`config.mk`:
```
export PLATFORM = sky130hd
export DESIGN_NAME = calibration_hold_test_controls
export DESIGN_NICKNAME = d
export VERILOG_FILES = /design/src/include/cal_ctrl_pkg.sv /design/src/design/cal_loop.sv /design/src/design/calibration_hold_test_controls.sv /design/src/design/green_sync_filter.sv
export SDC_FILE = /design/constraint.sdc
export NUM_CORES = 1
export LEC_CHECK = 0
export ABC_CLOCK_PERIOD_IN_PS = 5600
export CORE_MARGIN = 2
export CORE_UTILIZATION = 40
export DETAILED_ROUTE_END_ITERATION = 7
export DONT_BUFFER_PORTS = 1
export PLACE_DENSITY = 0.5
export SLEW_MARGIN = 0
export SYNTH_ARGS = -nofsm -noshare
export SYNTH_HDL_FRONTEND = slang
export SYNTH_SLANG_ARGS = --single-unit
```
`constraint.sdc`:
```
create_clock -name aclk -period 5.6 [get_ports aclk]
set_input_delay 0.28 -clock aclk [delete_from_list [all_inputs] [get_ports aclk]]
set_output_delay 0.28 -clock aclk [all_outputs]
set_load 0.02 [all_outputs]
```
`src/include/cal_ctrl_pkg.sv`:
```
// Constants shared by the calibration and front-end control register bank.
// Assumes a single 125 MHz clock and AXI4-Lite with 32-bit data.
package cal_ctrl_pkg;
  localparam int unsigned CLK_PERIOD_NS       = 8;
  localparam int unsigned ADDR_W              = 8;
  localparam int unsigned DATA_W              = 32;
  localparam int unsigned REG_W               = 8;

  // Register offsets are not all multiples of four, so they are indices.
  localparam logic [5:0] IDX_OFFSET_HOLD      = 6'h2C;
  localparam logic [5:0] IDX_TEST_FIVE        = 6'h2D;
  localparam logic [5:0] IDX_TEST_SIX         = 6'h2E;
  localparam logic [5:0] IDX_GREEN_FILTER     = 6'h34;
  localparam logic [5:0] IDX_VCO_RANGE        = 6'h36;
  localparam logic [5:0] IDX_GAIN_MATCH       = 6'h3C;
  localparam logic [5:0] IDX_CAL_STATUS       = 6'h3F;

  localparam int unsigned OFS_HOLD_BIT        = 4;
  localparam int unsigned GREEN_FILT_BIT      = 2;
  localparam int unsigned VCO_GEAR_BIT        = 0;
  localparam int unsigned GAIN_HOLD_BIT       = 3;
  localparam int unsigned GAIN_EN_LSB         = 0;
  localparam int unsigned GAIN_EN_W           = 3;
  localparam logic [2:0]  GAIN_EN_OFF         = 3'h0;
  localparam logic [2:0]  GAIN_EN_ON          = 3'h6;

  localparam logic [7:0] RST_OFFSET_HOLD      = 8'h00;
  localparam logic [7:0] RST_TEST_FIVE        = 8'h00;
  localparam logic [7:0] RST_TEST_SIX         = 8'h00;
  localparam logic [7:0] RST_GREEN_FILTER     = 8'h00;
  localparam logic [7:0] RST_VCO_RANGE        = 8'h00;
  localparam logic [7:0] RST_GAIN_MATCH       = 8'h00;

  localparam int unsigned SETTLE_UPDATES      = 10;
  localparam int unsigned GREEN_MIN_NS        = 250;
  localparam int unsigned GREEN_MIN_CYC       =
    (GREEN_MIN_NS + CLK_PERIOD_NS - 1) / CLK_PERIOD_NS;
  localparam int unsigned GREEN_CNT_W         = 6;
  localparam int unsigned CORR_W              = 10;

  localparam logic [1:0] RESP_OKAY            = 2'h0;
  localparam logic [1:0] RESP_SLVERR          = 2'h2;
endpackage

```
`src/design/cal_loop.sv`:
```
// One automatic correction loop: refreshes or holds its correction word.
// Assumes a one-cycle update pulse from the line-rate divider outside.
`timescale 1ns/100ps
module cal_loop (
  input  wire logic                            aclk,
  input  wire logic                            aresetn,
  input  wire logic                            run,
  input  wire logic                            update,
  input  wire logic [cal_ctrl_pkg::CORR_W-1:0] target,
  output logic      [cal_ctrl_pkg::CORR_W-1:0] corr,
  output logic                                 settled
);
  import cal_ctrl_pkg::*;

  logic [3:0]      steps_q;
  logic            step;
  logic            upward;
  logic [CORR_W:0] sum;

  assign step   = run && update;
  // Rounding toward the target keeps every step moving, upward or down;
  // rounding one fixed way would stall one count short when descending.
  assign upward = (corr < target);
  assign sum    = {1'b0, corr} + {1'b0, target} + {{CORR_W{1'b0}}, upward};

  // Each update moves halfway to the target, except the tenth since the loop
  // started, which loads the target outright; so ten updates always reach it.
  always_ff @(posedge aclk) begin
    if (!aresetn) begin
      corr    <= '0;
      steps_q <= '0;
    end else if (!run) begin
      steps_q <= '0;
    end else if (step) begin
      if (corr == target) begin
        corr <= corr;
      end else if (steps_q == 4'(SETTLE_UPDATES - 1)) begin
        corr <= target;
      end else begin
        corr <= sum[CORR_W:1];
      end
      if (steps_q != 4'(SETTLE_UPDATES)) begin
        steps_q <= steps_q + 4'h1;
      end
    end
  end

  assign settled = (steps_q == 4'(SETTLE_UPDATES)) || (corr == target);
endmodule

```
`src/design/calibration_hold_test_controls.sv`:
```
// AXI4-Lite register bank for calibration hold and front-end options.
// Assumes a single 125 MHz clock; update pulses come from outside.
//
// Functional notes
// - Offset hold bit 0 lets offset correction refresh at every update.
// - Offset hold bit 1 stops offset refreshes and keeps the last values.
// - With filter enabled, green sync pulses shorter than 250 ns are blocked.
// - The green sync filter enable resets cleared, filtering off.
// - VCO gear bit 0 selects normal range, 1 selects low range.
// - Gain hold bit 1 lets gain matching refresh continuously.
// - Gain hold bit 0, the reset state, freezes gain matching values.
// - Gain enable field 000 disables, 110 enables automatic gain matching.
// - Gain matching settles within ten update intervals.
`timescale 1ns/100ps
module calibration_hold_test_controls (
  input  wire logic                            aclk,
  input  wire logic                            aresetn,
  input  wire logic [cal_ctrl_pkg::ADDR_W-1:0] s_axi_awaddr,
  input  wire logic                            s_axi_awvalid,
  output logic                                 s_axi_awready,
  input  wire logic [cal_ctrl_pkg::DATA_W-1:0] s_axi_wdata,
  input  wire logic [3:0]                      s_axi_wstrb,
  input  wire logic                            s_axi_wvalid,
  output logic                                 s_axi_wready,
  output logic [1:0]                           s_axi_bresp,
  output logic                                 s_axi_bvalid,
  input  wire logic                            s_axi_bready,
  input  wire logic [cal_ctrl_pkg::ADDR_W-1:0] s_axi_araddr,
  input  wire logic                            s_axi_arvalid,
  output logic                                 s_axi_arready,
  output logic [cal_ctrl_pkg::DATA_W-1:0]      s_axi_rdata,
  output logic [1:0]                           s_axi_rresp,
  output logic                                 s_axi_rvalid,
  input  wire logic                            s_axi_rready,
  input  wire logic                            auto_offset_enable,
  input  wire logic                            cal_update,
  input  wire logic [cal_ctrl_pkg::CORR_W-1:0] offset_target,
  input  wire logic [cal_ctrl_pkg::CORR_W-1:0] gain_target,
  input  wire logic                            green_channel_sync,
  output logic                                 green_sync_to_pll,
  output logic                                 vco_low_gear,
  output logic [cal_ctrl_pkg::CORR_W-1:0]      offset_corr,
  output logic [cal_ctrl_pkg::CORR_W-1:0]      gain_corr
);
  import cal_ctrl_pkg::*;

  logic [REG_W-1:0]  offset_hold_q, test_five_q, test_six_q;
  logic [REG_W-1:0]  green_filter_q, vco_range_q, gain_match_q;
  logic              aw_held_q, w_held_q;
  logic [5:0]        aw_idx_q;
  logic [REG_W-1:0]  wdata_q;
  logic              wstrb_q;
  logic              bvalid_q, rvalid_q;
  logic [1:0]        bresp_q, rresp_q;
  logic [DATA_W-1:0] rdata_q;
  logic              offset_settled, gain_settled;

  wire             do_write = aw_held_q && w_held_q && !bvalid_q;
  wire [5:0]       ar_idx   = s_axi_araddr[ADDR_W-1:2];
  wire             wr_lane  = wstrb_q;
  wire             offset_run = auto_offset_enable &&
                                !offset_hold_q[OFS_HOLD_BIT];
  wire             gain_on  =
    gain_match_q[GAIN_EN_LSB +: GAIN_EN_W] == GAIN_EN_ON;
  wire             gain_run = gain_on && gain_match_q[GAIN_HOLD_BIT];
  wire             wr_hit   =
    (aw_idx_q == IDX_OFFSET_HOLD) || (aw_idx_q == IDX_TEST_FIVE) ||
    (aw_idx_q == IDX_TEST_SIX) || (aw_idx_q == IDX_GREEN_FILTER) ||
    (aw_idx_q == IDX_VCO_RANGE) || (aw_idx_q == IDX_GAIN_MATCH);
  wire [REG_W-1:0] status_byte = {6'h00, gain_settled, offset_settled};

  logic [REG_W-1:0] rd_byte;
  logic             rd_hit;
  always_comb begin
    rd_byte = 8'h00;
    rd_hit  = 1'b1;
    if (ar_idx == IDX_OFFSET_HOLD) begin
      rd_byte = offset_hold_q;
    end else if (ar_idx == IDX_TEST_FIVE) begin
      rd_byte = test_five_q;
    end else if (ar_idx == IDX_TEST_SIX) begin
      rd_byte = test_six_q;
    end else if (ar_idx == IDX_GREEN_FILTER) begin
      rd_byte = green_filter_q;
    end else if (ar_idx == IDX_VCO_RANGE) begin
      rd_byte = vco_range_q;
    end else if (ar_idx == IDX_GAIN_MATCH) begin
      rd_byte = gain_match_q;
    end else if (ar_idx == IDX_CAL_STATUS) begin
      rd_byte = status_byte;
    end else begin
      rd_hit  = 1'b0;
    end
  end

  assign s_axi_awready = !aw_held_q;
  assign s_axi_wready  = !w_held_q;
  assign s_axi_arready = !rvalid_q;
  assign s_axi_bvalid  = bvalid_q;
  assign s_axi_bresp   = bresp_q;
  assign s_axi_rvalid  = rvalid_q;
  assign s_axi_rresp   = rresp_q;
  assign s_axi_rdata   = rdata_q;

  // Address and data are caught independently, in either order.
  always_ff @(posedge aclk) begin
    if (!aresetn) begin
      aw_held_q <= 1'b0;
      aw_idx_q  <= 6'h00;
    end else if (s_axi_awvalid && !aw_held_q) begin
      aw_held_q <= 1'b1;
      aw_idx_q  <= s_axi_awaddr[ADDR_W-1:2];
    end else if (do_write) begin
      aw_held_q <= 1'b0;
    end
  end

  always_ff @(posedge aclk) begin
    if (!aresetn) begin
      w_held_q <= 1'b0;
      wdata_q  <= 8'h00;
      wstrb_q  <= 1'b0;
    end else if (s_axi_wvalid && !w_held_q) begin
      w_held_q <= 1'b1;
      wdata_q  <= s_axi_wdata[REG_W-1:0];
      wstrb_q  <= s_axi_wstrb[0];
    end else if (do_write) begin
      w_held_q <= 1'b0;
    end
  end

  always_ff @(posedge aclk) begin
    if (!aresetn) begin
      bvalid_q <= 1'b0;
      bresp_q  <= RESP_OKAY;
    end else if (do_write) begin
      bvalid_q <= 1'b1;
      bresp_q  <= wr_hit ? RESP_OKAY : RESP_SLVERR;
    end else if (s_axi_bready) begin
      bvalid_q <= 1'b0;
    end
  end

  // Each register is its own byte, so a write touches only its target.
  always_ff @(posedge aclk) begin
    if (!aresetn) begin
      offset_hold_q  <= RST_OFFSET_HOLD;
      test_five_q    <= RST_TEST_FIVE;
      test_six_q     <= RST_TEST_SIX;
      green_filter_q <= RST_GREEN_FILTER;
      vco_range_q    <= RST_VCO_RANGE;
      gain_match_q   <= RST_GAIN_MATCH;
    end else if (do_write && wr_lane) begin
      if (aw_idx_q == IDX_OFFSET_HOLD) begin
        offset_hold_q  <= wdata_q;
      end
      if (aw_idx_q == IDX_TEST_FIVE) begin
        test_five_q    <= wdata_q;
      end
      if (aw_idx_q == IDX_TEST_SIX) begin
        test_six_q     <= wdata_q;
      end
      if (aw_idx_q == IDX_GREEN_FILTER) begin
        green_filter_q <= wdata_q;
      end
      if (aw_idx_q == IDX_VCO_RANGE) begin
        vco_range_q    <= wdata_q;
      end
      if (aw_idx_q == IDX_GAIN_MATCH) begin
        gain_match_q   <= wdata_q;
      end
    end
  end

  always_ff @(posedge aclk) begin
    if (!aresetn) begin
      rvalid_q <= 1'b0;
      rdata_q  <= '0;
      rresp_q  <= RESP_OKAY;
    end else if (s_axi_arvalid && !rvalid_q) begin
      rvalid_q <= 1'b1;
      rdata_q  <= {24'h000000, rd_byte};
      rresp_q  <= rd_hit ? RESP_OKAY : RESP_SLVERR;
    end else if (s_axi_rready) begin
      rvalid_q <= 1'b0;
    end
  end

  cal_loop offset_loop (
    .aclk    (aclk),
    .aresetn (aresetn),
    .run     (offset_run),
    .update  (cal_update),
    .target  (offset_target),
    .corr    (offset_corr),
    .settled (offset_settled)
  );

  cal_loop gain_loop (
    .aclk    (aclk),
    .aresetn (aresetn),
    .run     (gain_run),
    .update  (cal_update),
    .target  (gain_target),
    .corr    (gain_corr),
    .settled (gain_settled)
  );

  green_sync_filter sync_filter (
    .aclk               (aclk),
    .aresetn            (aresetn),
    .enable             (green_filter_q[GREEN_FILT_BIT]),
    .green_channel_sync (green_channel_sync),
    .sync_out           (green_sync_to_pll)
  );

  assign vco_low_gear = vco_range_q[VCO_GEAR_BIT];

  property p_offset_hold;
    @(posedge aclk) disable iff (!aresetn)
      offset_hold_q[OFS_HOLD_BIT] |=> $stable(offset_corr);
  endproperty
  a_offset_hold: assert property (p_offset_hold)
    else $error("Offset correction changed while held.");

  property p_offset_run;
    @(posedge aclk) disable iff (!aresetn)
      (offset_run && cal_update && offset_corr != offset_target)
        |=> offset_corr != $past(offset_corr);
  endproperty
  a_offset_run: assert property (p_offset_run)
    else $error("Offset correction did not refresh on update.");

  property p_gain_freeze;
    @(posedge aclk) disable iff (!aresetn)
      !gain_match_q[GAIN_HOLD_BIT] |=> $stable(gain_corr);
  endproperty
  a_gain_freeze: assert property (p_gain_freeze)
    else $error("Gain values changed while frozen.");

  property p_gain_run;
    @(posedge aclk) disable iff (!aresetn)
      (gain_run && cal_update && gain_corr != gain_target)
        |=> gain_corr != $past(gain_corr);
  endproperty
  a_gain_run: assert property (p_gain_run)
    else $error("Gain values did not refresh on update.");

  // Updates taken since the gain loop last started, kept apart from the
  // loop's own count so that the settle bound is checked from outside.
  logic [3:0] gain_upd_q;

  always_ff @(posedge aclk) begin
    if (!aresetn || !gain_run) begin
      gain_upd_q <= 4'h0;
    end else if (cal_update && gain_upd_q != 4'(SETTLE_UPDATES)) begin
      gain_upd_q <= gain_upd_q + 4'h1;
    end
  end

  property p_gain_settle;
    @(posedge aclk) disable iff (!aresetn)
      (gain_run && cal_update && gain_upd_q == 4'(SETTLE_UPDATES - 1))
        |=> gain_corr == $past(gain_target);
  endproperty
  a_gain_settle: assert property (p_gain_settle)
    else $error("Gain matching did not settle within ten updates.");

  property p_gain_disabled;
    @(posedge aclk) disable iff (!aresetn)
      (gain_match_q[GAIN_EN_LSB +: GAIN_EN_W] == GAIN_EN_OFF)
        |=> $stable(gain_corr);
  endproperty
  a_gain_disabled: assert property (p_gain_disabled)
    else $error("Gain matching ran while disabled.");

  property p_vco_gear;
    @(posedge aclk) disable iff (!aresetn)
      (do_write && wr_lane && aw_idx_q == IDX_VCO_RANGE)
        |=> (vco_range_q == $past(wdata_q)) &&
            (vco_low_gear == vco_range_q[VCO_GEAR_BIT]);
  endproperty
  a_vco_gear: assert property (p_vco_gear)
    else $error("VCO gear output disagrees with its register.");

  property p_filter_reset;
    @(posedge aclk) $rose(aresetn) |-> !green_filter_q[GREEN_FILT_BIT];
  endproperty
  a_filter_reset: assert property (p_filter_reset)
    else $error("Green sync filter enable not cleared after reset.");

  property p_write_isolated;
    @(posedge aclk) disable iff (!aresetn)
      (do_write && aw_idx_q != IDX_VCO_RANGE) |=> $stable(vco_range_q);
  endproperty
  a_write_isolated: assert property (p_write_isolated)
    else $error("Write disturbed an unrelated register.");
endmodule

```
`src/design/green_sync_filter.sv`:
```
// Pulse-width filter on the green-channel sync input.
// Assumes an asynchronous pin input; it is synchronised here.
`timescale 1ns/100ps
module green_sync_filter (
  input  wire logic aclk,
  input  wire logic aresetn,
  input  wire logic enable,
  input  wire logic green_channel_sync,
  output logic      sync_out
);
  import cal_ctrl_pkg::*;

  logic                   s1_q, s2_q, s3_q;
  logic                   stable_q;
  logic [GREEN_CNT_W-1:0] width_q;
  logic [GREEN_CNT_W-1:0] high_run_q;
  logic                   agree;
  logic                   wide;

  assign agree = (s2_q == s3_q);
  assign wide  = (width_q >= GREEN_CNT_W'(GREEN_MIN_CYC - 1));

  always_ff @(posedge aclk) begin
    if (!aresetn) begin
      s1_q <= 1'b0;
      s2_q <= 1'b0;
      s3_q <= 1'b0;
    end else begin
      s1_q <= green_channel_sync;
      s2_q <= s1_q;
      s3_q <= s2_q;
    end
  end

  // A high pulse only passes once it has lasted the minimum width, so
  // short pulses never reach the PLL; the cost is a fixed delay.
  always_ff @(posedge aclk) begin
    if (!aresetn) begin
      width_q  <= '0;
      stable_q <= 1'b0;
    end else if (!(agree && s3_q)) begin
      width_q  <= '0;
      stable_q <= 1'b0;
    end else if (!wide) begin
      width_q  <= width_q + GREEN_CNT_W'(1);
    end else begin
      stable_q <= 1'b1;
    end
  end

  always_ff @(posedge aclk) begin
    if (!aresetn) begin
      sync_out <= 1'b0;
    end else begin
      sync_out <= enable ? stable_q : s3_q;
    end
  end

  property p_short_blocked;
    @(posedge aclk) disable iff (!aresetn)
      (enable && !s3_q) |=> !sync_out;
  endproperty
  a_short_blocked: assert property (p_short_blocked)
    else $error("Short green sync pulse passed the filter.");

  // Plain count of the synchronised input's high time, for checking only.
  always_ff @(posedge aclk) begin
    if (!aresetn || !s3_q) begin
      high_run_q <= '0;
    end else if (high_run_q != '1) begin
      high_run_q <= high_run_q + GREEN_CNT_W'(1);
    end
  end

  property p_min_width;
    @(posedge aclk) disable iff (!aresetn)
      ($past(enable) && $rose(sync_out))
        |-> $past(high_run_q) >= GREEN_CNT_W'(GREEN_MIN_CYC);
  endproperty
  a_min_width: assert property (p_min_width)
    else $error("Green sync pulse passed before its minimum width.");
endmodule

```
# Word level (Yosys, flattened, before mapping)
# Index checks and enable logic that the tools add are counted.
[totals]
ff_bits = 118
in_bits = 82
out_inout_bits = 63
word_cells = 127
[op_classes]
n_addsub = 7
magnitude_cmp = 3
n_eq_ne = 23
mux = 26
bitwise = 2
reduce_logical = 40
[ops]
columns = ["op", "n"]
rows = [
  ["== test 6 bit (second input constant)", 13],
  ["2-to-1 mux 8 bit", 6],
  ["adder 10 x 10 -> 11 bit", 2],
  ["adder 11 x 1 -> 11 bit", 2],
  ["AND reduction 2 bit", 11],
  ["== test 10 bit", 2],
  ["< comparator 10 bit", 2],
  ["2-to-1 mux 10 bit", 2],
  ["== test 4 bit (second input constant)", 4],
  ["2-to-1 mux 1 bit", 15],
  ["logical AND 1 bit", 11],
  ["adder 4 x 1 -> 4 bit (second input constant)", 2],
  ["inequality test 4 bit (second input constant)", 2],
  ["nonzero test 2 bit", 4],
  ["logical OR 1 bit", 7],
  ["adder 6 x 1 -> 6 bit (second input constant)", 1],
  ["greater-or-equal comparator 6 x 5 -> 1 bit (second input constant)", 1],
  ["2-to-1 mux 2 bit", 3],
  ["AND reduction 3 bit", 2],
  ["zero test 1 bit", 5],
  ["== test 3 bit (second input constant)", 1],
  ["NOT 1 bit", 2],
  ["== test 1 bit", 1],
]

# Longest topological paths before layout
# Gate-level depths: netlist (run 1).
[logic_depth]
word_depth = 9
ltp_mapped = 15
mapped_depth_nobuf = 14

# Hierarchy
# Synthesis (run 1) repeated with hierarchy kept, for this count alone.
[hier_totals]
cells_unflattened = 826
area_unflattened_um2 = 7248.2
[modules_own_cells]
columns = ["module", "instances", "cells_per_inst", "area_each_um2", "seq_area_each_um2"]
rows = [
  ["calibration_hold_test_controls", 1, 404, 3833.7, 1541.5],
  ["cal_loop (offset_loop)", 1, 191, 1516.5, 280.3],
  ["cal_loop (gain_loop)", 1, 191, 1495.2, 280.3],
  ["green_sync_filter", 1, 40, 402.9, 220.2],
]

# Worst setup path before layout (run 1)
# Ideal clock, no wire load.
[synth_timing]
kind = "register to register"
from = "register gain_loop.corr[1] (netlist bit)"
to = "register gain_loop.corr[9] (netlist bit)"
setup_time_ns = 0.117
t_arrival_ns = 2.983
required_ns = 5.483
setup_slack_ns = 2.500
path_stages_with_launch = 14
n_path_buf = 0
synth_period_minus_slack_ns = 3.100
path_cell_list = "dfxtp_1 -> ha_1 -> or2b_1 -> a211oi_2 -> a211oi_1 -> or2_2 -> fa_1 -> nand2b_1 -> a21oi_1 -> o21bai_1 -> a21oi_1 -> o41ai_1 -> a21oi_1 -> a32o_1"
[synth_between]
elab_chain_len = 3
word_cells_on_any_way = 7
cone_classes = "add/sub: 2; order compare: 1; eq/ne: 1; mux: 1; bitwise: 1; reduce/logical: 1"
[synth_lines]
columns = ["element", "line_no", "source"]
rows = [
  ["start: declaration", "cal_loop.sv:10", "output logic [cal_ctrl_pkg::CORR_W-1:0] corr,"],
  ["start signal: assignment", "cal_loop.sv:36", "corr <= corr;"],
  ["start signal: assignment", "cal_loop.sv:38", "corr <= target;"],
  ["start signal: assignment", "cal_loop.sv:40", "corr <= sum[CORR_W:1];"],
  ["adder 10 x 10 -> 11 bit, or another cell as far along", "cal_loop.sv:24", "assign sum = {1'b0, corr} + {1'b0, target} + {{CORR_W{1'b0}}, upward};"],
  ["adder 11 x 1 -> 11 bit / NOT 1 bit (equally long branches)", "-", ""],
  ["2-to-1 mux 10 bit / AND reduction 3 bit (equally long branches)", "-", ""],
]
# Parallel ways exist; a longest one is shown, timed or not.
# A chain may end at the register's enable or synchronous reset.

# Worst setup path after layout (run 1)
[layout_timing]
from = "register gain_loop.corr[1] (netlist bit)"
to = "register gain_loop.corr[7] (netlist bit)"
# Same word-level chain as after synthesis.

==> results of run 1 <==
==> registers in the layout, indices dropped and copies added (netlist names), 4 cells and up <==
name / count
s_axi_rdata: 8
test_five_q: 8
sync_filter.width_q: 6
test_six_q: 8
offset_loop.corr: 10
gain_match_q: 8
vco_range_q: 8
gain_loop.steps_q: 4
aw_idx_q: 6
green_filter_q: 8
offset_hold_q: 8
wdata_q: 8
offset_loop.steps_q: 4
gain_loop.corr: 10
==> cell usage in the layout (no fill, tap or decap), types with 4 or more instances in the layout <==
master / netlist / final
a211oi_1: 11 / 11
a21o_1: 4 / 4
a21oi_1: 70 / 70
a311oi_1: 7 / 7
a31oi_1: 9 / 9
and2_1: 4 / 4
buf_4: 26 / 4
bufinv_16: 0 / 4
clkbuf_1: 25 / 5
clkbuf_16: 0 / 17
conb_1: 1 / 26
dfxtp_1: 116 / 116
dlygate4sd3_1: 0 / 17
ha_1: 47 / 47
inv_1: 49 / 48
mux2i_1: 48 / 48
nand2_1: 74 / 74
nand2b_1: 9 / 9
nand3_1: 37 / 37
nand4_1: 8 / 8
nor2_1: 95 / 95
nor2b_1: 11 / 11
nor3_1: 16 / 16
o211ai_1: 6 / 6
o21ai_0: 34 / 34
o221ai_1: 4 / 4
o41ai_1: 4 / 4
or2_2: 6 / 6
or3_1: 7 / 7
xor2_1: 7 / 7
==> worst reg2reg max path, delay by kind of cell, from the launching register on <==
family                   cells  cell delay, ns
AND/OR/NAND/NOR              3            0.67
adder cells (fa/ha/maj)      2            0.77
AO/OA/AOI/OAI                7            1.29
multiplexers                 1            0.25
flip-flops                   1            0.41
==> logic make-up (layout without fill, tap and decap cells) <==
group,count (synthesis),in the layout,synth area share [%]
compound gates,180,180,17.5
fa+ha+maj,49,49,9.51
simple gates,291,291,20.9
other cells,1,26,0.0568
buf+inv,108,99,8.31
xor+xnor,10,10,1.33
flops,116,116,35.1
mux,48,48,7.27
==> area by class of cell <==
class	instances	area (sq um)	area share [%]
clock buffers	24	472	6.37
repair buffers	21	200	2.70
multi-input cells	604	3840	51.8
flip-flops and latches	116	2320	31.3
well taps	216	270	3.65
inverters	49	184	2.48
clock inverters	5	125	1.69
==> layer usage <==
| metal | GRT usage (%) | part of all wire, % | up-vias | routed length [um] |
|---|---|---|---|---|
| met3 | 5.06 | 5.0 | 17 | 861 |
| met5 | 0 | 0 | - | 0 |
| met4 | 7.35 | 1.4 | 0 | 246 |
| met2 | 35.4 | 51 | 125 | 8720 |
| li1 | - | - | 2776 | - |
| met1 | 22.4 | 43 | 2625 | 7360 |
==> power groups by stage <==
stage	Combinational, mW	Sequential, mW	Clock (mW)
finish	0.189	0.885	1.12
global route	0.213	0.887	1.17
floorplan	0.167	0.891	0
CTS	0.190	0.885	1.15
global placement	0.174	0.902	0
detailed placement	0.177	0.902	0
==> how the worst max path moves through the flow <==
| stage | endpoint | depth (start not counted) | from |
|---|---|---|---|
| after floorplan | gain_loop.corr[9]$_SDFFE_PN0P_ | 13 | gain_loop.corr[1]$_SDFFE_PN0P_ |
| after detailed placement | gain_loop.corr[7]$_SDFFE_PN0P_ | 13 | gain_loop.corr[8]$_SDFFE_PN0P_ |
| after global routing | gain_loop.corr[7]$_SDFFE_PN0P_ | 13 | gain_loop.corr[7]$_SDFFE_PN0P_ |
| final | gain_loop.corr[7]$_SDFFE_PN0P_ | 13 | gain_loop.corr[1]$_SDFFE_PN0P_ |
| after CTS | gain_loop.corr[7]$_SDFFE_PN0P_ | 13 | gain_loop.corr[8]$_SDFFE_PN0P_ |
| after global placement | gain_loop.corr[7]$_SDFFE_PN0P_ | 13 | gain_loop.corr[3]$_SDFFE_PN0P_ |
==> metrics by stage <==
stage	cells	hold WS [ns]	power [mW]	instance area [sq um]
final	1035	0.0216	2.19	7410
after global routing	1035	0.0166	2.27	7410
after CTS	1035	0.000349	2.22	7410
after detailed placement	989	0.386	1.08	6640
after global placement	989	0.386	1.08	6640
after floorplan	828	0.379	1.06	6700
==> timing repair <==
action	4_1_cts	5_1_grt
hold endpoints to repair	25	0
gates resized for setup	0	0
buffers inserted	0	0
hold buffers	17	0
==> impl_results.md, run 1 <==
- Starting DRT DRC Count: 336
- Crit Path Category: reg2reg
- Placement Setup Slack: 2.07 ns
- Cell taking the most area after synthesis: dfxtp_1
- YS warnings: 0
- Largest net degree at the start of global routing: 70
- Synth unique cells: 67
- Most frequent cell after synthesis: dfxtp_1
- CP delay by family, top: compound AO/OA/AOI/OAI gates
- Crit path DAT: around 3.8 ns
- Avg WL per Cell: roughly 17 um
- Mapped Area: ~6600 sq um
- Data required time of the worst path: approximately 5.9 ns
- Max Clk Rate: 0.284 GHz
- Grt ovf: 0
- Final setup violation count: 0
- Asr flop ratio synth: 0%
- #FFs+latches synth: approximately 120
- Sequential fraction of the synthesis area: around a third
- Area growth, synth to finish: 12.1%
- Hpwl dp: approximately 12,000 um
- Int Pwr: ~1.7 mW
- Via count: about 5,500
- Crit path buf inv count: 0
- Power per cell area: between 200 and 300 nW/um^2
- Setup TNS Final: 0 ns
- Slack of the critical path: about 2.1 ns
- Final antenna-violating net count: 0
- Origin of the critical flop-to-flop path: gain_loop.corr[1]$_SDFFE_PN0P_
- Drt drc: 0
- Critical path, cell by cell: ha_1 > or2b_1 > a211oi_2 > a211oi_1 > or2_2 > fa_1 > nand2b_1 > a21oi_1 > o21bai_1 > a21oi_1 > o41ai_1 > mux2i_1 > a31oi_1
- Reg2reg end: gain_loop.corr[7]$_SDFFE_PN0P_
- Final core occ: a little under half
- CTS tree: done
- Initial antenna violation count: 0
- Share of the synthesized area in the top cell type: a little over a third
- Slowest stage delay, CP: 0.51 ns
- Minimum clock period: between 3 and 4 ns
- First-pass GRT wire length: about 28,000 um
- Layout cells sized above 1: around 6.0%
- Post-route clock period utilization: 63.0%
- CP Launch Type: flip-flop
- Vias per cell: about 5.4
- Reg power frac: approximately two fifths
- Most frequent cell on the critical path: a21oi_1
- Max VDD drop: ~0.21 mV
- Longest Clk Path Bufs: 2
- Clock Power Share: between 50 and 60%
- Die Height: about 130 um
- Num CTS Buffers: 17
- CP max stage cell: o41ai_1
- Worst reg2reg path depth: 13
- WHS Endpoint: offset_loop.corr[9]$_SDFFE_PN0P_
- Tot GR Track Use: 19.7%
- Die area: 17,600 sq um
- H-tree levels: 4
- Antenna diode count: 0
- Syn Area/Cell: 8.23 sq um
- Vias in the first global route: about 5,400
- Clk_skew: 0.00557 ns
- Worst-path clk slew: 0.05 ns
- Core area: roughly 16,000 sq um
- Worst Hold Launch: aresetn
- Crit path max fanout: 5
- Clock Sinks: 116
- Port Buf Inserts: 0
- Clock Latency Late Sink: 0.41 ns
- Routed wire length: 17,200 um
- P_sw: slightly above 500 uW
- Static leakage: roughly 3.1 nW
- Unrepaired setup endpoints after global routing: false
- Slew margin rel.: between 30% and 40%
- NumNets Final: 940
- Top_reg_cell synth: dfxtp_1
- DRT Pass-1 Iters: 5
- Worst-Margin Slew: ~1.0 ns
- Maximum capacitance violations: 0
- Hold WC Path Type: in2reg
- Max Transition Viols Final: 0
- Boundary Pins: approximately 150
- Row count: 46
- Gpl congestion: ~0.8
- Gate Count Post-Synth: between 800 and 900
- Outcome: completed
- EDFF count, synth: 0
- Root buffer cell: clkbuf_16
- Hold path depth: 2
- Part of the power in combinational logic: under 10%
- Critical path endpoint category: flip-flop
- Largest cells by area after synthesis: dfxtp_1 (35%), ha_1 (8.9%), mux2i_1 (7.3%)
- R2R setup slack: 2.07 ns
- Commonest cells in the netlist: dfxtp_1 (116), nor2_1 (95), nand2_1 (74), a21oi_1 (70), inv_1 (49)
- Initial Utilization: between 40% and 50%
- Final Hold Vio Count: 0
- Die W: between 100 and 150 um
- # fillers: 1,631
- Sw frac: between 20% and 30%
No activity file was read; power rests on OpenSTA's default activity.
==> run 2, diff against run 1 <==
ABC_CLOCK_PERIOD_IN_PS = 2800   (was 5600)
PLACE_DENSITY = 0.52   (was 0.5)
clock period = 2.8 ns   (was 5.6 ns; I/O delays follow)
==> run 2 against run 1 <==
Against the previous run:
- the flow now finishes with violations (setup timing)
- via count increased by 9.5%
- total power increased by 100%
- count of clock-buffer cells in the layout decreased by 2
- first-iteration DRC count decreased by 6.8%
- critical path depth unchanged
- routed wire length increased by 11%
- worst hold slack improved by 0.011 ns
- largest power group unchanged
- combinational power increased to 3.1 times the previous value
- worst setup slack got worse by 2.1 ns
- clock power increased by 91%
- design area increased by 16%
==> impl_results.md, run 2 (synthesis gave the netlist of run 1 again) <==
- Crit path buf inv count: 0 (unchanged)
- Clk_skew: 0.00825 ns (+0.00268 ns)
- Initial Utilization: 41.3% (unchanged)
- Grt ovf: 0 (unchanged)
- Final Hold Vio Count: 0 (unchanged)
- Static leakage: 3.55 nW (+16%)
- Root buffer cell: clkbuf_16
- Worst-path clk slew: 0.06 ns (about the same)
- Longest Clk Path Bufs: 2 (unchanged)
- H-tree levels: 4 (unchanged)
- First-pass GRT wire length: 30,700 um (+11%)
- Area growth, synth to finish: 30.0%
- Drt drc: 0 (unchanged)
- Via count: 6,072 (+9.5%)
- Outcome: finished, violations left
- Placed Area: 7210 sq um (+8.5%)
- Setup TNS Final: -0.114 ns (-0.114 ns)
- Clock Sinks: 116 (unchanged)
- Data required time of the worst path: 3.09 ns (-2.77 ns)
- Minimum clock period: 2.85 ns (-0.676 ns)
- Worst hold slack: 0.0325 ns (+0.0108 ns)
- Slack of the critical path: -0.0505 ns (-2.12 ns)
- CP max stage cell: dfxtp_4
- Max VDD drop: 0.439 mV (+110%)
- Crit Path Category: reg2reg
- Biggest regs: gain_loop.corr x10, offset_loop.corr x10
- Hpwl dp: 13,000 um (+5.8%)
- Initial antenna violation count: 0 (unchanged)
- Reg power frac: 39.1% (-1.3 points)
- DRT Pass-1 Iters: 5 (unchanged)
- Vias in the first global route: 6,030 (+12%)
- Port Buf Inserts: 0 (unchanged)
- NumNets Final: 1,040 (+11%)
- Core area: 16,000 sq um (unchanged)
- Crit path DAT: 3.14 ns (-0.65 ns)
- Fin area: 8590 sq um (+16%)
- CTS tree: done
- Part of the power in combinational logic: 13.1% (+4.5 points)
- Int Pwr: 3.34 mW (+99%)
- Unrepaired setup endpoints after global routing: true
- Power per cell area: 522 nW/um^2 (+76%)
- Final antenna-violating net count: 0 (unchanged)
- Clock Latency Late Sink: 0.42 ns (about the same)
- Max Transition Viols Final: 0 (unchanged)
- Most frequent cells in the layout: dfxtp_1 (108), nor2_1 (94), nand2_1 (74)
- CP Launch Type: flip-flop
- Die area: 17,600 sq um (unchanged)
- Post-route clock period utilization: 102% (+39 points)
- Clock Power Share: 47.8% (-3.2 points)
- Critical path endpoint category: flip-flop
- Most common cell after layout, fill and taps aside: dfxtp_1
- Vias per cell: 5.34 (-0.37%)
- Sw frac: 25.6% (+2.0 points)
- Hold WC Path Type: in2reg
- Maximum capacitance violations: 0 (unchanged)
- Slew margin rel.: 41.4% (+10 points)
- P_sw: 1.15 mW (+120%)
- Boundary Pins: 145 (unchanged)
- Largest net degree at the start of global routing: 71 (+1.4%)
- CP delay by family, top: compound AO/OA/AOI/OAI gates
- Antenna diode count: 0 (unchanged)
- Slowest stage delay, CP: 0.35 ns (-0.16 ns)
- Max Clk Rate: 0.351 GHz (+24%)
- Failing checks: setup timing
- Die W: 133 um (unchanged)
- Critical path, cell by cell: ha_4 > or2b_1 > a211oi_2 > a211oi_2 > or2_4 > fa_2 > nand2b_1 > a21oi_2 > o21bai_1 > a21oi_2 > o41ai_2 > mux2i_1 > a31oi_1
- Gpl congestion: 0.867 (+6.5%)
- Final setup violation count: 3 (+3)
- Crit path max fanout: 2 (-3)
- Layout cells sized above 1: 18.2% (+12 points)
- Num CTS Buffers: 17 (unchanged)
- Tot GR Track Use: 21.8% (+2.1 points)
- Routed wire length: 19,100 um (+11%)
- Total Power: 4.48 mW (+100%)
- Die Height: 133 um (unchanged)
- Starting DRT DRC Count: 313 (-6.8%)
- Worst-Margin Slew: 0.876 ns (-0.152 ns)
- Row count: 46 (unchanged)
- Avg WL per Cell: 16.7 um (+0.83%)
## run 2: cell types whose count changed in the layout (fill, tap and decap cells not counted), sizes merged
cell / delta
clkbuf: -2
inv: +1
bufinv: -2
buf: +65
dlygate4sd3: +35
clkinv: +5
clkinvlp: +1
## run 2: layout make-up
type                    instances  area, sq um
clock inverters                10          104
fillers                      1509         7410
clock buffers                  22          474
multi-input cells             604         4170
inverters                      49          184
flip-flops and latches        116         2330
repair buffers                121         1050
well taps                     216          270
## run 2: final timing paths
check                                                        from                           endpoint  slack [ns]  cells past startpoint
worst max register to register     gain_loop.corr[1]$_SDFFE_PN0P_     gain_loop.corr[7]$_SDFFE_PN0P_       -0.05                     13
worst min register to register  sync_filter.stable_q$_SDFFE_PN0P_  sync_filter.stable_q$_SDFFE_PN0P_        0.45                      2
worst min-delay path                                s_axi_arvalid        s_axi_rdata[4]$_SDFFE_PN0P_        0.03                      3
worst max-delay path               gain_loop.corr[1]$_SDFFE_PN0P_     gain_loop.corr[7]$_SDFFE_PN0P_       -0.05                     13
## run 2: worst reg2reg max path, delay by kind of cell (launching register included)
| family | cells | cell delay (ns) |
|---|---|---|
| compound gates | 7 | 0.97 |
| fa+ha+maj | 2 | 0.59 |
| flops | 1 | 0.35 |
| mux | 1 | 0.23 |
| simple gates | 3 | 0.58 |
## run 2: through the flow
stage	cells	utilization [%]	setup WS [ns]
2_1_floorplan	828	-	-0.0488
3_3_place_gp	1043	45.0	-0.112
3_5_place_dp	1043	45.0	-0.155
4_1_cts	1137	53.0	-0.0700
5_1_grt	1138	53.7	-0.203
6_report	1138	53.7	-0.0505
## run 2: what timing repair did
item | 4_1_cts | 5_1_grt
setup endpoints to repair | 7 | 11
hold buffers | 52 | 0
gates resized for setup | 15 | 22
pin swaps | 9 | 17
setup buffers | 10 | 3
endpoints found under the hold margin | 52 | 0
## run 2: layer usage
layer  global-route usage (%)  vias up  share of wire [%]
met4                     7.17        0                1.4
li1                         -     2979                  -
met1                     25.7     2915                 43
met5                        0        -                  0
met2                     38.9      156                 51
met3                     5.02       22                4.7
## run 2: power groups by stage
stage	combinational [mW]	clock [mW]	sequential [mW]
floorplan	0.346	0	1.78
global placement	0.448	0	1.78
detailed placement	0.455	0	1.78
CTS	0.555	2.17	1.75
global route	0.646	2.25	1.76
finish	0.588	2.14	1.75
==> run 3, diff against run 2 <==
CTS_BUF_LIST = sky130_fd_sc_hd__clkbuf_2 sky130_fd_sc_hd__clkbuf_4 sky130_fd_sc_hd__clkbuf_8   (was default)
PLACE_DENSITY = 0.54   (was 0.52)
==> run 3 against run 2 <==
Against the previous run:
- the run still ends with setup timing left
- sequential cell count unchanged
- sequential share of layout area is 0.52 points higher
- core utilization decreased by 0.90 points
- register-to-register slack about the same
- worst setup slack worse by 0.0057 ns
- via count shrank 1.7%
- critical path type unchanged
==> impl_results.md, run 3 (synthesis gave the netlist of run 1 again) <==
- Outcome: finished, violations left
- Failing checks: setup timing
- Power per cell area: 459 nW/um^2 (-12%)
- Slowest stage delay, CP: 0.37 ns (+0.02 ns)
- Worst-path clk slew: 0.08 ns (+0.02 ns)
- Max Transition Viols Final: 0 (unchanged)
- Most common cell after layout, fill and taps aside: dfxtp_1
- CP delay by family, top: simple AND/OR/NAND/NOR gates
- Slew margin rel.: 30.2% (-11 points)
- Grt ovf: 0 (unchanged)
- Worst hold slack: 0.0336 ns (+0.00113 ns)
- Placed cells: 1,045 (+0.19%)
- Drt drc: 0 (unchanged)
- Worst Hold Launch: cal_update
- Post-route clock period utilization: 102% (+0.20 points)
- NumNets Final: 1,044 (+0.38%)
- Int Pwr: 2.69 mW (-19%)
- Die area: 17,600 sq um (unchanged)
- Maximum capacitance violations: 0 (unchanged)
- Max Clk Rate: 0.350 GHz (-0.20%)
- Crit path DAT: 3.23 ns (+0.09 ns)
- Antenna diode count: 0 (unchanged)
- CTS tree: done
- Clk_skew: 0.0176 ns (+0.00935 ns)
- Minimum clock period: 2.86 ns (+0.00569 ns)
- Boundary Pins: 145 (unchanged)
- Area growth, synth to finish: 27.8%
- Num CTS Buffers: 17 (unchanged)
- Avg WL per Cell: 16.4 um (-1.9%)
- Sw frac: 30.6% (+5.0 points)
- Initial antenna violation count: 0 (unchanged)
- Core area: 16,000 sq um (unchanged)
- Slack of the critical path: -0.0561 ns (-0.00569 ns)
- WHS Endpoint: gain_loop.steps_q[3]$_SDFFE_PN0P_
- Origin of the critical flop-to-flop path: gain_loop.corr[1]$_SDFFE_PN0P_
- # fillers: 1,525 (+1.1%)
- Part of the power in combinational logic: 15.3% (+2.2 points)
- Max VDD drop: 0.446 mV (+1.5%)
- WL met3: 792 um (-12%)
- Layout cells sized above 1: 20.1% (+1.9 points)
- Clock Sinks: 116 (unchanged)
- Final non-filler cell total: 1,142 (+0.35%)
- Critical path endpoint category: flip-flop
- Final antenna-violating net count: 0 (unchanged)
- Final Hold Vio Count: 0 (unchanged)
- Hpwl dp: 12,900 um (-0.88%)
- Crit path buf inv count: 7 (+7)
- Longest Clk Path Bufs: 2 (unchanged)
- First-pass GRT wire length: 30,400 um (-1.0%)
- Row count: 46 (unchanged)
- Crit path max fanout: 2 (unchanged)
- Most frequent cell on the critical path: buf_4
- Data required time of the worst path: 3.17 ns (+0.08 ns)
- Placement Setup Slack: -0.223 ns (-0.0683 ns)
- Crit Path Category: reg2reg
- Met2 wire length: 9330 um (-4.1%)
- Die W: 133 um (unchanged)
- Register area: 2340 sq um (+0.21%)
- Fin area: 8450 sq um (-1.7%)
- Final setup violation count: 3 (unchanged)
- P_sw: 1.19 mW (+3.6%)
- Via count: 5,970 (-1.7%)
- Placed Area: 7220 sq um (+0.21%)
- Biggest regs: gain_loop.corr x10, offset_loop.corr x10
- Largest net degree at the start of global routing: 41 (-42%)
- Vias in the first global route: 6,015 (-0.25%)
- Hold WC Path Type: in2reg
- Root buffer cell: clkbuf_8
- Static leakage: 3.50 nW (-1.6%)
- CP Launch Type: flip-flop
- Hold path depth: 3 (unchanged)
- H-tree levels: 4 (unchanged)
- R2R setup slack: -0.06 ns (about the same)
- CP max stage cell: fa_2
- Post-Route M1 WL: 8360 um (+2.5%)
- DRT Pass-1 Iters: 5 (unchanged)
- Worst reg2reg path depth: 18 (+5)
- Unrepaired setup endpoints after global routing: true
- Reg2reg end: gain_loop.corr[1]$_SDFFE_PN0P_
- Top Layer Used: met4
- Gpl congestion: 0.852 (-1.7%)
- Reg power frac: 45.1% (+6.0 points)
- Tot GR Track Use: 21.7% (-0.12 points)
- Most frequent cells in the layout: dfxtp_1 (104), nor2_1 (95), buf_4 (75)
- Vias per cell: 5.23 (-2.0%)
- Routed wire length: 18,800 um (-1.6%)
- Multi-input logic area: 4190 sq um (+0.57%)
- Initial Utilization: 41.3% (unchanged)
- Die Height: 133 um (unchanged)
- Critical path, cell by cell: ha_4 > or2b_1 > a211oi_2 > a211oi_2 > or2_4 > fa_2 > nand2b_4 > buf_4 > buf_6 > buf_4 > buf_4 > buf_4 > buf_4 > buf_4 > nand3_2 > o211ai_1 > o21ai_1 > nor2_1
- Starting DRT DRC Count: 342 (+9.3%)
- Clock Power Share: 39.7% (-8.1 points)
- Clock Latency Late Sink: 0.46 ns (+0.04 ns)
- Port Buf Inserts: 0 (unchanged)
- Worst-Margin Slew: 1.04 ns (+0.166 ns)
run 3: timing repair:
action                                  4_1_cts  5_1_grt
setup buffers                                17        4
hold buffers                                 45        1
endpoints found under the setup margin        6       11
pin swaps                                    12       24
resized for setup                            24       23
endpoints found under the hold margin        55        1
run 3: layout make-up:
class | count | share of cell area, %
clock buffer | 17 | 2.77
multi-input combinational | 604 | 49.6
clock inverter | 15 | 1.76
timing repair buffer | 125 | 12.8
inverter | 49 | 2.18
sequential | 116 | 27.7
tap | 216 | 3.20
run 3: metrics by stage:
stage | TNS [ns] | power (mW) | utilization, %
3_3_place_gp | -0.355 | 2.23 | 45.1
6_report | -0.120 | 3.88 | 52.8
5_1_grt | -0.996 | 4.06 | 52.8
3_5_place_dp | -0.625 | 2.23 | 45.1
4_1_cts | -0.116 | 3.89 | 52.1
2_1_floorplan | -0.0934 | 2.13 | -
run 3: power groups by stage:
stage	logic [mW]	registers (mW)	clock network, mW
after floorplan	0.346	1.78	0
after global placement	0.446	1.78	0
after detailed placement	0.452	1.78	0
after CTS	0.563	1.75	1.58
after global routing	0.655	1.76	1.65
final	0.592	1.75	1.54
run 3: layer usage:
| layer | up-vias | global-route usage [%] |
|---|---|---|
| met1 | 2824 | 26.0 |
| met3 | 19 | 5.56 |
| met5 | - | 0 |
| met2 | 136 | 37.9 |
| li1 | 2991 | - |
| met4 | 0 | 6.75 |
run 3: tightest hold or removal path, stage by stage:
cell and delay (ns):
nand2_1 0.11, or3_1 0.13, a21oi_1 0.06
run 3: how the worst max path moves through the flow:
stage | startpoint | to | cells past startpoint
2_1_floorplan | gain_loop.corr[1]$_SDFFE_PN0P_ | gain_loop.corr[9]$_SDFFE_PN0P_ | 13
5_1_grt | gain_loop.corr[1]$_SDFFE_PN0P_ | gain_loop.corr[7]$_SDFFE_PN0P_ | 13
6_report | gain_loop.corr[1]$_SDFFE_PN0P_ | gain_loop.corr[1]$_SDFFE_PN0P_ | 18
4_1_cts | gain_loop.corr[1]$_SDFFE_PN0P_ | gain_loop.corr[7]$_SDFFE_PN0P_ | 13
3_5_place_dp | gain_loop.corr[1]$_SDFFE_PN0P_ | gain_loop.corr[7]$_SDFFE_PN0P_ | 13
3_3_place_gp | gain_loop.corr[1]$_SDFFE_PN0P_ | gain_loop.corr[7]$_SDFFE_PN0P_ | 13
